==> config.mk <==
export PLATFORM = sky130hd
export DESIGN_NAME = pxp_bank
export DESIGN_NICKNAME = d
export VERILOG_FILES = /design/src/logic/pxp_crc_counter.v /design/src/logic/pxp_bank.v
export VERILOG_INCLUDE_DIRS = /design/src /design/src/logic
export SDC_FILE = /design/constraint.sdc
export NUM_CORES = 1
export LEC_CHECK = 0
export BUFFER_PORTS_ARGS = -buffer_cell sky130_fd_sc_hd__clkbuf_2
export CAP_MARGIN = 20
export CORE_MARGIN = 4
export CORE_UTILIZATION = 45
export CTS_CLUSTER_SIZE = 28
export DETAILED_ROUTE_END_ITERATION = 12
export PLACE_DENSITY = 0.79
export SLEW_MARGIN = 5
export SYNTH_ARGS = -nofsm -noshare
export SYNTH_HDL_FRONTEND = slang
export SYNTH_SLANG_ARGS = --single-unit
==> constraint.sdc <==
create_clock -name i_sys_clk -period 1.92 [get_ports i_sys_clk]
set_input_delay 0.192 -clock i_sys_clk [delete_from_list [all_inputs] [get_ports i_sys_clk]]
set_output_delay 0.192 -clock i_sys_clk [all_outputs]
set_load 0.05 [all_outputs]
==> src/logic/pxp_map.vh <==
`ifndef PXP_MAP_VH
`define PXP_MAP_VH

// ---------------------------------------------------------------
// Management register indices (byte address is four times these)
// ---------------------------------------------------------------
`define PXP_IDX_PAGE_SEL       5'h1f
`define PXP_IDX_SERDES_CTRL    5'h10
`define PXP_IDX_GOOD_CRC       5'h12
`define PXP_IDX_EXT_MODE       5'h13
`define PXP_IDX_UPPER_FIRST    5'h10
`define PXP_IDX_UPPER_LAST     5'h1e

// ---------------------------------------------------------------
// Block-own registers at byte offsets outside the management map
// ---------------------------------------------------------------
`define PXP_ADDR_IRQ_STATUS    8'h80
`define PXP_ADDR_IRQ_MASK      8'h84
`define PXP_ADDR_PORT_CTRL     8'h88

// ---------------------------------------------------------------
// Page codes
// ---------------------------------------------------------------
`define PXP_PAGE_MAIN          16'h0000
`define PXP_PAGE_EXT1          16'h0001

// ---------------------------------------------------------------
// Field positions and reset values
// ---------------------------------------------------------------
`define PXP_SD_TX_RF_HI        15
`define PXP_SD_TX_RF_LO        14
`define PXP_SD_LP_RF_HI        13
`define PXP_SD_LP_RF_LO        12
`define PXP_SD_ALLOW_1000X     9
`define PXP_SD_ALLOW_100FX     8
`define PXP_SD_FEF             6
`define PXP_CRC_SEEN           15
`define PXP_CRC_CNT_HI         13
`define PXP_EM_LED_HI          15
`define PXP_EM_LED_LO          12
`define PXP_EM_BLINK_SUP       11
`define PXP_EM_FAST_FAIL       4
`define PXP_EM_MDI_HI          3
`define PXP_EM_MDI_LO          2
`define PXP_EM_SD_POL          0
`define PXP_RST_TX_RF          2'h0
`define PXP_RST_EM             16'h0000
`define PXP_CRC_WRAP           14'h270f
`define PXP_MDI_AUTO           2'h0
`define PXP_MDI_RSVD           2'h1
`define PXP_MDI_FORCE          2'h2
`define PXP_MDI_FORCE_X        2'h3
`define PXP_NUM_MEDIA_PORTS    3'h4

// Interrupt status bit positions
`define PXP_IRQ_FEF            0
`define PXP_IRQ_PKT            1
`define PXP_IRQ_WRAP           2

`endif

==> src/logic/pxp_crc_counter.v <==
`timescale 1ns/1ps

// ---------------------------------------------------------------
// Good-CRC packet counter, modulo ten thousand, clear on read
// ---------------------------------------------------------------
`include "pxp_map.vh"

module pxp_crc_counter (
    // Clock and reset
    input  wire        i_sys_clk,
    input  wire        i_sys_rst,
    // Events
    input  wire        i_good_pkt,
    input  wire        i_rd_clear,
    // State
    output wire [13:0] o_count,
    output wire        o_seen,
    output wire        o_wrap
);

    reg  [13:0] cnt_q;
    reg         seen_q;
    wire [13:0] inc;

    // Wraps, never saturates
    assign inc    = (cnt_q == `PXP_CRC_WRAP) ? 14'h0000 :
                    cnt_q + 14'h0001; // RL12
    assign o_wrap = i_good_pkt && (cnt_q == `PXP_CRC_WRAP);
    assign o_count = cnt_q;
    assign o_seen  = seen_q;

    // A packet in the read cycle counts after the clear, so none is lost
    always @(posedge i_sys_clk) begin
        if (i_sys_rst) begin
            cnt_q  <= 14'h0000;
            seen_q <= 1'b0;
        end else if (i_rd_clear) begin
            cnt_q  <= i_good_pkt ? 14'h0001 : 14'h0000; // RL12
            seen_q <= i_good_pkt; // RL11
        end else if (i_good_pkt) begin
            cnt_q  <= inc; // RL12
            seen_q <= 1'b1; // RL11
        end
    end

endmodule

==> src/logic/pxp_bank.v <==
// Functional notes
// (RL1) Writing 0x0001 to register 31 selects extended page 1 upper space.
// (RL2) Writing 0x0000 to register 31 returns upper addresses to main space.
// (RL3) With page 1 selected, addresses 16-30 reach page 1 registers.
// (RL4) Addresses 0-15 reach the same registers whatever page is selected.
// (RL5) SerDes media settings act only on ports 0 to 3.
// (RL6) Bits 15:14 are writable remote fault code sent, reset 00.
// (RL7) Bits 13:12 report remote fault code received from link partner.
// (RL8) Bit 9, reset 1, allows 1000BASE-X link-up; clear blocks it.
// (RL9) Bit 8, reset 1, allows 100BASE-FX link-up; clear blocks it.
// (RL10) Bit 6 sets on 100BASE-FX far end fault; read clears it.
// (RL11) Good-CRC bit 15 shows a packet since last read; read clears.
// (RL12) Bits 13:0 count good packets modulo 10000, wrap, clear on read.
// (RL13) Bits 15:12 select extended mode for LED3..LED0, reset 0.
// (RL14) Bit 11 set suppresses the LED blink after low-power hold release.
// (RL15) Bit 4 makes shared fast-fail pin the fast link failure output; only port 0 does so here, other ports keep the GPIO.
// (RL16) Bits 3:2: 00 auto, 10 force MDI, 11 force MDI-X, 01 reserved.
// (RL17) Bit 0 sets signal detect polarity: 1 active low, 0 active high.
// (RL18) Retained fields survive a port software reset; hardware reset clears.
// (RL19) Reserved addresses and bits read zero; writes to them are ignored.
`timescale 1ns/1ps

`include "pxp_map.vh"

module pxp_bank (
    // Clock and reset
    input  wire        i_sys_clk,
    input  wire        i_sys_rst,
    // APB slave
    input  wire        i_psel,
    input  wire        i_penable,
    input  wire        i_pwrite,
    input  wire [7:0]  i_paddr,
    input  wire [31:0] i_pwdata,
    output wire        o_pready,
    output wire        o_pslverr,
    output reg  [31:0] o_prdata,
    // Main register space, reached for 0-15 always and 16-30 on main page
    input  wire [15:0] i_main_rdata,
    output reg         o_main_wr,
    output reg  [4:0]  o_main_idx,
    output reg  [15:0] o_main_wdata,
    // Port identity and soft reset
    input  wire [2:0]  i_port_id,
    input  wire        i_soft_rst,
    // Media and counter events
    input  wire [1:0]  i_lp_remote_fault,
    input  wire        i_fx_far_end_fault,
    input  wire        i_good_crc_pkt,
    // Pins and steering
    input  wire [3:0]  i_signal_detect_input,
    input  wire        i_low_power_hold_input,
    input  wire        i_gpio_out,
    input  wire        i_gpio_oe,
    input  wire        i_fast_link_fail,
    output reg  [1:0]  o_tx_remote_fault,
    output reg         o_allow_1000x,
    output reg         o_allow_100fx,
    output reg  [3:0]  o_led_ext_mode,
    output reg         o_led_blink,
    output reg  [1:0]  o_mdi_mode,
    output reg  [3:0]  o_signal_detect,
    output reg         o_shared_fast_fail_pin_out,
    output reg         o_shared_fast_fail_pin_oe,
    output reg         o_page_ext1,
    output wire        o_irq
);

    // -----------------------------------------------------------
    // Decoding
    // -----------------------------------------------------------
    function is_mgmt;
        input [7:0] a;
        begin
            is_mgmt = (a[7] == 1'b0) && (a[1:0] == 2'b00);
        end
    endfunction

    function is_ext;
        input [4:0] idx;
        input       pg;
        begin
            is_ext = pg && (idx >= `PXP_IDX_UPPER_FIRST) &&
                     (idx <= `PXP_IDX_UPPER_LAST); // RL3 RL4
        end
    endfunction

    wire       acc    = i_psel && i_penable;
    wire       wr     = acc && i_pwrite;
    wire       rd     = acc && !i_pwrite;
    wire [4:0] idx    = i_paddr[6:2];
    wire       mgmt   = is_mgmt(i_paddr);
    wire       ext    = mgmt && is_ext(idx, o_page_ext1);
    wire       media  = (i_port_id < `PXP_NUM_MEDIA_PORTS);
    wire [15:0] wd    = i_pwdata[15:0];
    reg         rd_ack_q;
    wire        rd_first = rd && !rd_ack_q;

    // Reads take one wait state so the registered data stands at the
    // edge where the master samples pready; writes complete at once
    assign o_pready  = i_pwrite || rd_ack_q;
    assign o_pslverr = 1'b0;

    // -----------------------------------------------------------
    // Registers
    // -----------------------------------------------------------
    reg  [15:0] page_q;
    reg  [1:0]  tx_rf_q;
    reg         allow_1000x_q;
    reg         allow_100fx_q;
    reg         fef_q;
    reg  [15:0] em_q;
    reg  [2:0]  irq_stat_q;
    reg  [2:0]  irq_mask_q;
    reg         hold_q;

    wire [13:0] crc_cnt;
    wire        crc_seen;
    wire        crc_wrap;
    wire        crc_rd = rd_first && ext && (idx == `PXP_IDX_GOOD_CRC);
    wire        sd_rd  = rd_first && ext && (idx == `PXP_IDX_SERDES_CTRL);
    wire        em_wr  = wr && ext && (idx == `PXP_IDX_EXT_MODE);
    wire        sd_wr  = wr && ext && (idx == `PXP_IDX_SERDES_CTRL);

    pxp_crc_counter u_crc (
        .i_sys_clk  (i_sys_clk),
        .i_sys_rst  (i_sys_rst),
        .i_good_pkt (i_good_crc_pkt),
        .i_rd_clear (crc_rd),
        .o_count    (crc_cnt),
        .o_seen     (crc_seen),
        .o_wrap     (crc_wrap)
    );

    // Page select; other page codes are kept but map nothing here
    always @(posedge i_sys_clk) begin
        if (i_sys_rst) begin
            page_q <= `PXP_PAGE_MAIN;
        end else if (wr && mgmt && (idx == `PXP_IDX_PAGE_SEL)) begin
            page_q <= wd; // RL1 RL2
        end
    end

    always @* begin
        o_page_ext1 = (page_q == `PXP_PAGE_EXT1); // RL1 RL2
    end

    // Non-sticky transmit fault code falls back on soft reset; the
    // sticky link-up permits and mode bits survive it
    always @(posedge i_sys_clk) begin
        if (i_sys_rst) begin
            tx_rf_q       <= `PXP_RST_TX_RF; // RL6
            allow_1000x_q <= 1'b1; // RL8
            allow_100fx_q <= 1'b1; // RL9
            em_q          <= `PXP_RST_EM; // RL13
        end else begin
            if (i_soft_rst) begin
                tx_rf_q <= `PXP_RST_TX_RF; // RL18
            end else if (sd_wr) begin
                tx_rf_q <= wd[`PXP_SD_TX_RF_HI:`PXP_SD_TX_RF_LO]; // RL6
            end
            if (sd_wr) begin
                allow_1000x_q <= wd[`PXP_SD_ALLOW_1000X]; // RL8
                allow_100fx_q <= wd[`PXP_SD_ALLOW_100FX]; // RL9
            end
            if (em_wr) begin
                // Reserved bits 10:5 and 1 stay zero
                em_q <= {wd[15:11], 6'h00, wd[4:2], 1'b0,
                         wd[`PXP_EM_SD_POL]}; // RL13 RL19
            end
        end
    end

    // Far end fault: a new fault wins over the clearing read
    always @(posedge i_sys_clk) begin
        if (i_sys_rst) begin
            fef_q <= 1'b0;
        end else if (i_fx_far_end_fault && media) begin
            fef_q <= 1'b1; // RL10
        end else if (sd_rd) begin
            fef_q <= 1'b0; // RL10
        end
    end

    // -----------------------------------------------------------
    // Interrupts
    // -----------------------------------------------------------
    wire [2:0] irq_ev = {crc_wrap, i_good_crc_pkt,
                         i_fx_far_end_fault && media};
    wire       st_wr  = wr && (i_paddr == `PXP_ADDR_IRQ_STATUS);

    always @(posedge i_sys_clk) begin
        if (i_sys_rst) begin
            irq_stat_q <= 3'h0;
            irq_mask_q <= 3'h0;
        end else begin
            irq_stat_q <= irq_ev |
                          (irq_stat_q & ~(st_wr ? i_pwdata[2:0] : 3'h0));
            if (wr && (i_paddr == `PXP_ADDR_IRQ_MASK)) begin
                irq_mask_q <= i_pwdata[2:0];
            end
        end
    end

    assign o_irq = |(irq_stat_q & irq_mask_q);

    // -----------------------------------------------------------
    // Read data and main-space forwarding
    // -----------------------------------------------------------
    always @(posedge i_sys_clk) begin
        if (i_sys_rst) begin
            rd_ack_q <= 1'b0;
        end else begin
            rd_ack_q <= rd_first;
        end
    end

    always @(posedge i_sys_clk) begin
        if (i_sys_rst) begin
            o_prdata <= 32'h00000000;
        end else if (rd_first) begin
            o_prdata <= 32'h00000000; // RL19
            if (ext) begin
                case (idx)
                    `PXP_IDX_SERDES_CTRL: o_prdata[15:0] <=
                        {tx_rf_q, i_lp_remote_fault, 2'h0,
                         allow_1000x_q, allow_100fx_q, 1'b0,
                         fef_q, 6'h00}; // RL7
                    `PXP_IDX_GOOD_CRC: o_prdata[15:0] <=
                        {crc_seen, 1'b0, crc_cnt}; // RL11 RL12
                    `PXP_IDX_EXT_MODE: o_prdata[15:0] <= em_q;
                    default: o_prdata[15:0] <= 16'h0000; // RL19
                endcase
            end else if (mgmt && (idx == `PXP_IDX_PAGE_SEL)) begin
                o_prdata[15:0] <= page_q;
            end else if (mgmt) begin
                o_prdata[15:0] <= i_main_rdata; // RL4
            end else if (i_paddr == `PXP_ADDR_IRQ_STATUS) begin
                o_prdata[2:0] <= irq_stat_q;
            end else if (i_paddr == `PXP_ADDR_IRQ_MASK) begin
                o_prdata[2:0] <= irq_mask_q;
            end else if (i_paddr == `PXP_ADDR_PORT_CTRL) begin
                o_prdata[0] <= o_page_ext1;
            end
        end
    end

    always @* begin
        o_main_idx   = idx;
        o_main_wdata = wd;
        o_main_wr    = wr && mgmt && !ext &&
                       (idx != `PXP_IDX_PAGE_SEL); // RL3 RL4
    end

    // -----------------------------------------------------------
    // Steering outputs
    // -----------------------------------------------------------
    always @(posedge i_sys_clk) begin
        if (i_sys_rst) begin
            hold_q <= 1'b0;
        end else begin
            hold_q <= i_low_power_hold_input;
        end
    end

    // SerDes settings only reach the media on ports 0..3; elsewhere they idle
    always @* begin
        o_tx_remote_fault = media ? tx_rf_q : 2'h0; // RL5 RL6
        o_allow_1000x     = media && allow_1000x_q; // RL5 RL8
        o_allow_100fx     = media && allow_100fx_q; // RL5 RL9
        o_led_ext_mode    = em_q[`PXP_EM_LED_HI:`PXP_EM_LED_LO]; // RL13
        o_led_blink       = hold_q && !i_low_power_hold_input &&
                            !em_q[`PXP_EM_BLINK_SUP]; // RL14
        // Reserved crossover code behaves as automatic
        o_mdi_mode        = (em_q[3:2] == `PXP_MDI_RSVD) ? `PXP_MDI_AUTO :
                            em_q[`PXP_EM_MDI_HI:`PXP_EM_MDI_LO]; // RL16
        o_signal_detect   = em_q[`PXP_EM_SD_POL] ?
                            ~i_signal_detect_input :
                            i_signal_detect_input; // RL17
        // Only port 0 owns the shared pin; others leave it to the GPIO
        if (em_q[`PXP_EM_FAST_FAIL] && (i_port_id == 3'h0)) begin
            o_shared_fast_fail_pin_out = i_fast_link_fail; // RL15
            o_shared_fast_fail_pin_oe  = 1'b1; // RL15
        end else begin
            o_shared_fast_fail_pin_out = i_gpio_out; // RL15
            o_shared_fast_fail_pin_oe  = i_gpio_oe; // RL15
        end
    end

endmodule

==> metrics.txt, run 1 <==
top post-synthesis cells by area=dfxtp_1, mux2i_1, buf_4; CTS max path bufs=2; fin nets=roughly 670; clock buffer count from CTS=9; status=finished with violations; GPL Wtd Cong=about 0.85; worst-skew pair later-pin latency=350 ps; largest area contributor in the netlist=dfxtp_1; DRT iter0 DRCs=~220; core area=between 8000 and 9000 um2; standard-cell rows=34; count of flip-flops with a built-in enable after synthesis=0; Slew Viols, Final=0; reg2reg start=page_q[7]$_SDFFE_PP0P_; Ports=roughly 150; P per Cell Area=625.2 nW/um2; fillers=737; Yosys top cell area share=between 30% and 40%; vias per cell=about 5.5; flop-to-flop setup slack=-180 ps; Worst path max stage delay=~380 ps; HP Class=input port to flip-flop; IO Port Bufs=~120; via count=3,919; Cell Chain, Critical Path=nor4_4 -> nand4_4 -> buf_6 -> nor4b_2 -> buf_4 -> mux2i_2 -> nor2_1; fin area=5304 um2; Cell variety after synth=57; routed len/inst=between 15 and 20 um; final period utilization=109.4%; routed wire length=about 12,000 um; RSZ-0062 raised after global routing=true; ANT nets after route=0; Die Span X=~100 um; Synth async-reset ratio=0%; share of cells above drive strength 1=around 43%; critical path buffer and inverter count=2; Multi-input gate area=2340 um2; fin worst setup slack=-181.1 ps; P_leak=roughly 2.4 nW; VDD IR max=about 280 uV; Reg clk slew, reported paths=80 ps; Stages on worst setup path=7; post-synthesis compound-gate area fraction=~13%; worst-path maximum fanout=7; initial antenna violation count=0; Worst Setup EP=em_q[15]$_SDFFE_PP0P_; Tightest Pin Transition=between 600 and 700 ps; sequential fraction of the synthesis area=approximately 35%; Post-Layout Cell Count=~710; Crit path arrival time=approximately 2300 ps; Simple-Gate Fraction of Synth Area=roughly 26%; clk sinks=between 60 and 70; failing checks=negative setup slack; Final Hold Fails=0; first-pass detailed-route iteration total=5; synthesized area per cell=a little under 9 um2; CTS Hold Bufs=0; Adder-Cell Fraction of Synth Area=less than 1%; Critical Path Start=page_q[7]$_SDFFE_PP0P_; area added between synthesis and finish=32.72%; dpl ws=-154.4 ps; skew final=roughly 8.4 ps; synth warn=0; Synth Area in XOR/XNOR=between 1 and 1.5%; worst r2r path cells=7; vias in the first global route=about 3,900; FF/Latch Area=1388 um2; H-tree depth=3; HPWL after DPL=~9300 um; crit end category=flip-flop; crit start category=flip-flop; gr usage total=23.60%; FF-to-FF End=em_q[15]$_SDFFE_PP0P_; dpl cell area=between 4000 and 5000 um2; final core utilization=61.12%; Pwr Total=roughly 3.3 mW; Max Cap Violations=0; Post-Syn Instances=~450; Slowest-stage cell, CP=nor4_4; Syn Std Cell Area=roughly 4000 um2; Seq cells post-synth=between 60 and 70; # DRC=0; CTS tree=yes; pin count of the biggest net entering global routing=59; CP delay by family, top=simple AND/OR/NAND/NOR gates; GRT overflow=0; post-synthesis mux area share=14.31%; n_diodes=0; final setup violation count=40; CP required=2140 ps; fmax=about 480 MHz; die area=approximately 10,000 um2; initial core utilization=between 40% and 50%; largest family of logic cells by synthesized area=simple AND/OR/NAND/NOR gates; post-route minimum period=between 2000 and 2500 ps; first-pass GRT wire length=between 15,000 and 20,000 um; ys flop type=dfxtp_1; CTS root buffer=clkbuf_8; die height=about 100 um; Slew headroom=59.60%; DP Cell Count=between 600 and 700; Crit Path Category=flip-flop to flip-flop
## flip-flops by register name, summed over array words and instances, names as in the netlist, 2 cells and up
name           flops
em_q               9
irq_mask_q         3
irq_stat_q         3
o_prdata          16
page_q            16
tx_rf_q            2
u_crc.o_count     14
## cell usage after synthesis, types with 5 or more instances
| cell | count |
|---|---|
| dfxtp_1 | 69 |
| nor2_1 | 53 |
| buf_4 | 42 |
| mux2i_1 | 38 |
| nor3_1 | 22 |
| a21oi_1 | 20 |
| clkbuf_1 | 17 |
| mux2_2 | 17 |
| nand2_1 | 17 |
| nand3_1 | 16 |
| a221oi_1 | 14 |
| a22o_1 | 13 |
| o21ai_0 | 9 |
| buf_2 | 7 |
| nor2b_1 | 7 |
| nand3b_1 | 6 |
| a211oi_1 | 5 |
| inv_1 | 5 |
| nor4_1 | 5 |
| xor2_1 | 5 |
## metrics by stage
stage	hold WS, ps	setup TNS (ps)
after floorplan	271.3	0
after global routing	34.41	-7071
after CTS	33.85	-2820
after global placement	396.8	-470.6
after detailed placement	407.9	-1873
final	38.25	-3329
## how the worst min path moves through the flow
stage                     slack, ps                 endpoint  cells past startpoint  startpoint
after floorplan                 270  tx_rf_q[0]$_SDFFE_PP0P_                      1  i_soft_rst
after global placement          400  tx_rf_q[0]$_SDFFE_PP0P_                      2  i_soft_rst
after detailed placement        410  tx_rf_q[1]$_SDFFE_PP0P_                      2  i_soft_rst
after CTS                        30  tx_rf_q[1]$_SDFFE_PP0P_                      2  i_soft_rst
after global routing             30  tx_rf_q[1]$_SDFFE_PP0P_                      2  i_soft_rst
final                            40  tx_rf_q[1]$_SDFFE_PP0P_                      2  i_soft_rst
## power by group
part / switching (mW) / total, mW / internal, mW
combinational: 0.450 / 0.626 / 0.176
clock: 0.577 / 1.22 / 0.638
sequential: 0.0188 / 1.47 / 1.46
## layer usage
layer / track usage [%] / share of wire [%] / up-vias
met5: 0 / 0 / -
met4: 8.880 / 2.0 / 0
met3: 4.642 / 7.6 / 21
met2: 40.18 / 49 / 170
met1: 29.49 / 42 / 1849
li1: - / - / 1879
## area by class of cell
| cell class | count | area share [%] |
|---|---|---|
| clock buffer | 11 | 2.666 |
| clock inverter | 5 | 1.132 |
| inverter | 7 | 0.6369 |
| multi-input combinational | 322 | 44.11 |
| sequential | 69 | 26.16 |
| tap | 108 | 2.548 |
| timing repair buffer | 187 | 22.74 |
## cell families (layout without fill, tap and decap cells)
kind of cell | count (synthesis) | count (layout)
XOR/XNOR | 5 | 5
other | 1 | 17
adder cells (fa/ha/maj) | 1 | 1
multiplexers | 55 | 55
flip-flops | 69 | 69
buffers and inverters | 74 | 210
AO/OA/AOI/OAI | 72 | 72
AND/OR/NAND/NOR | 172 | 172
## cell usage in the layout, fill, tap and decap left out, types with 6 or more instances in the layout
cell,count
a21oi_1,16
a221oi_1,13
a22o_1,13
buf_4,60
clkbuf_2,116
clkbuf_8,10
conb_1,17
dfxtp_1,66
mux2_2,17
mux2i_1,37
nand2_1,16
nand3_1,16
nand3b_1,6
nor2_1,53
nor2b_1,7
nor3_1,22
o21ai_0,8
## what timing repair did
item | CTS | global route
setup endpoints to repair | 40 | 46
gates resized for setup | 19 | 10
gates cloned | 1 | 0
buffers inserted | 8 | 3
pin swaps | 11 | 5
No activity file was read; power rests on OpenSTA's default activity.
==> run 2, diff against run 1 <==
- CTS_BUF_LIST: default -> sky130_fd_sc_hd__clkbuf_8 sky130_fd_sc_hd__clkbuf_16
- MAX_ROUTING_LAYER: default -> met4
==> metrics.txt, run 2 (synthesis results as in run 1) <==
initial core utilization=a little under half; FF/Latch Area=roughly 1400 um2; crit end category=flip-flop; RSZ-0062 raised after global routing=true; die height=102.2 um; Final Hold Fails=0; commonest non-fill, non-tap cells in the layout=clkbuf_2, dfxtp_1, buf_4; share of cells above drive strength 1=approximately 43%; Worst path max stage delay=480 ps; crit start category=flip-flop; CP required=between 2000 and 2500 ps; vias in the first global route=about 3,700; fin nets=673; gr usage total=approximately a quarter; flop-to-flop setup slack=-210 ps; core area=8678 um2; CTS Hold Bufs=0; Slowest-stage cell, CP=or4_4; P per Cell Area=roughly 580 nW/um2; first-pass detailed-route iteration total=4; HP Class=input port to flip-flop; Crit Path Category=flip-flop to flip-flop; DRT iter0 DRCs=slightly below 200; IO Port Bufs=~120; final period utilization=110.8%; Die Span X=102.2 um; initial antenna violation count=0; Reg clk slew, reported paths=about 80 ps; Max Cap Violations=0; worst-path maximum fanout=6; die area=10,450 um2; most common cell after layout, fill and taps aside=clkbuf_2; skew final=around 8.8 ps; reg2reg start=page_q[14]$_SDFFE_PP0P_; CTS root buffer=clkbuf_8; GRT overflow=0; area added between synthesis and finish=33.28%; final core utilization=about three fifths; Slew headroom=about three fifths; Hold Slack=between 40 and 50 ps; worst-skew pair later-pin latency=~340 ps; CTS tree=yes; H-tree depth=3; P_leak=2.423 nW; vias per cell=5.684; routed wire length=12,390 um; DP Cell Count=681; status=finished with violations; post-route minimum period=between 2000 and 2500 ps; VDD IR max=approximately 350 uV; failing checks=negative setup slack; routed len/inst=approximately 17 um; Tightest Pin Transition=between 600 and 700 ps; fin worst setup slack=-206.8 ps; Hold Startpoint=i_soft_rst; n_diodes=0; first-pass GRT wire length=18,570 um; pin count of the biggest net entering global routing=59; GPL Wtd Cong=between 0.8 and 0.9; final setup violation count=38; fin area=~5300 um2; CTS max path bufs=2; Ports=~150; clk sinks=69; dpl ws=-140.6 ps; Cell Chain, Critical Path=nor4_4 -> nand4_4 -> buf_6 -> or4_4 -> a211oi_2 -> mux2i_1; dpl cell area=just under 5000 um2; setup tns final=-2725 ps; fmax=approximately 470 MHz; fillers=approximately 740; Multi-input gate area=2382 um2; # DRC=0; Critical Path Start=page_q[14]$_SDFFE_PP0P_; standard-cell rows=34; Post-Layout Cell Count=around 700; via count=roughly 4,000; Slew Viols, Final=0; HPWL after DPL=~9000 um; clock buffer count from CTS=9; ANT nets after route=0; Pwr Total=between 3 and 4 mW; Crit path arrival time=2390 ps
## run 2: cell count changes in the layout (fill, tap and decap cells not counted), moves of 2 or more
| cell | change |
|---|---|
| buf_4 | -6 |
| buf_6 | +4 |
| clkinv_2 | +3 |
| a21oi_1 | +2 |
| a21oi_2 | -2 |
| a221oi_1 | -2 |
| a221oi_2 | +2 |
| clkinv_4 | -2 |
| inv_1 | +2 |
| nor4_1 | -2 |
| nor4_4 | +2 |
## run 2: power breakdown
part           switching, mW  total (mW)  internal (mW)  leakage, nW
registers             0.0190        1.48           1.46        0.560
logic                  0.453       0.631          0.179         1.77
clock network          0.542       0.992          0.450       0.0911
## run 2: final timing paths
kind | to | depth (start not counted)
worst max-delay path | u_crc.o_count[9]$_SDFFE_PP0P_ | 6
worst min-delay path | tx_rf_q[1]$_SDFFE_PP0P_ | 2
worst max register to register | u_crc.o_count[9]$_SDFFE_PP0P_ | 6
worst min register to register | fef_q$_SDFFE_PP0P_ | 2
## run 2: routing by layer
layer | wire, um | global-route usage (%) | vias up
met4 | 303 | 7.568 | 0
met1 | 5056 | 29.57 | 1891
met3 | 1085 | 3.140 | 30
li1 | - | - | 1872
met5 | 0 | - | -
met2 | 5943 | 38.23 | 231
## run 2: final cells by class
cell class,instances,share of cell area [%]
Clock inverter,7,0.6577
Inverter,7,0.6342
Multi-Input combinational cell,322,44.73
Sequential cell,69,25.98
Clock buffer,9,2.326
Timing Repair Buffer,186,23.14
Tap cell,108,2.537
## run 2: worst max-delay path: cells and delay by family (launching register included)
kind | cells | cell delay (ps)
buffers and inverters | 1 | 190
muxes | 1 | 200
AOI/OAI and AO/OA | 1 | 240
DFF | 1 | 340
and+or+nand+nor | 3 | 1060
## run 2: repair_timing
action	in CTS	in global routing
pin swaps	13	22
setup endpoints to repair	39	46
setup buffers	5	5
gates cloned	0	2
resized for setup	18	17
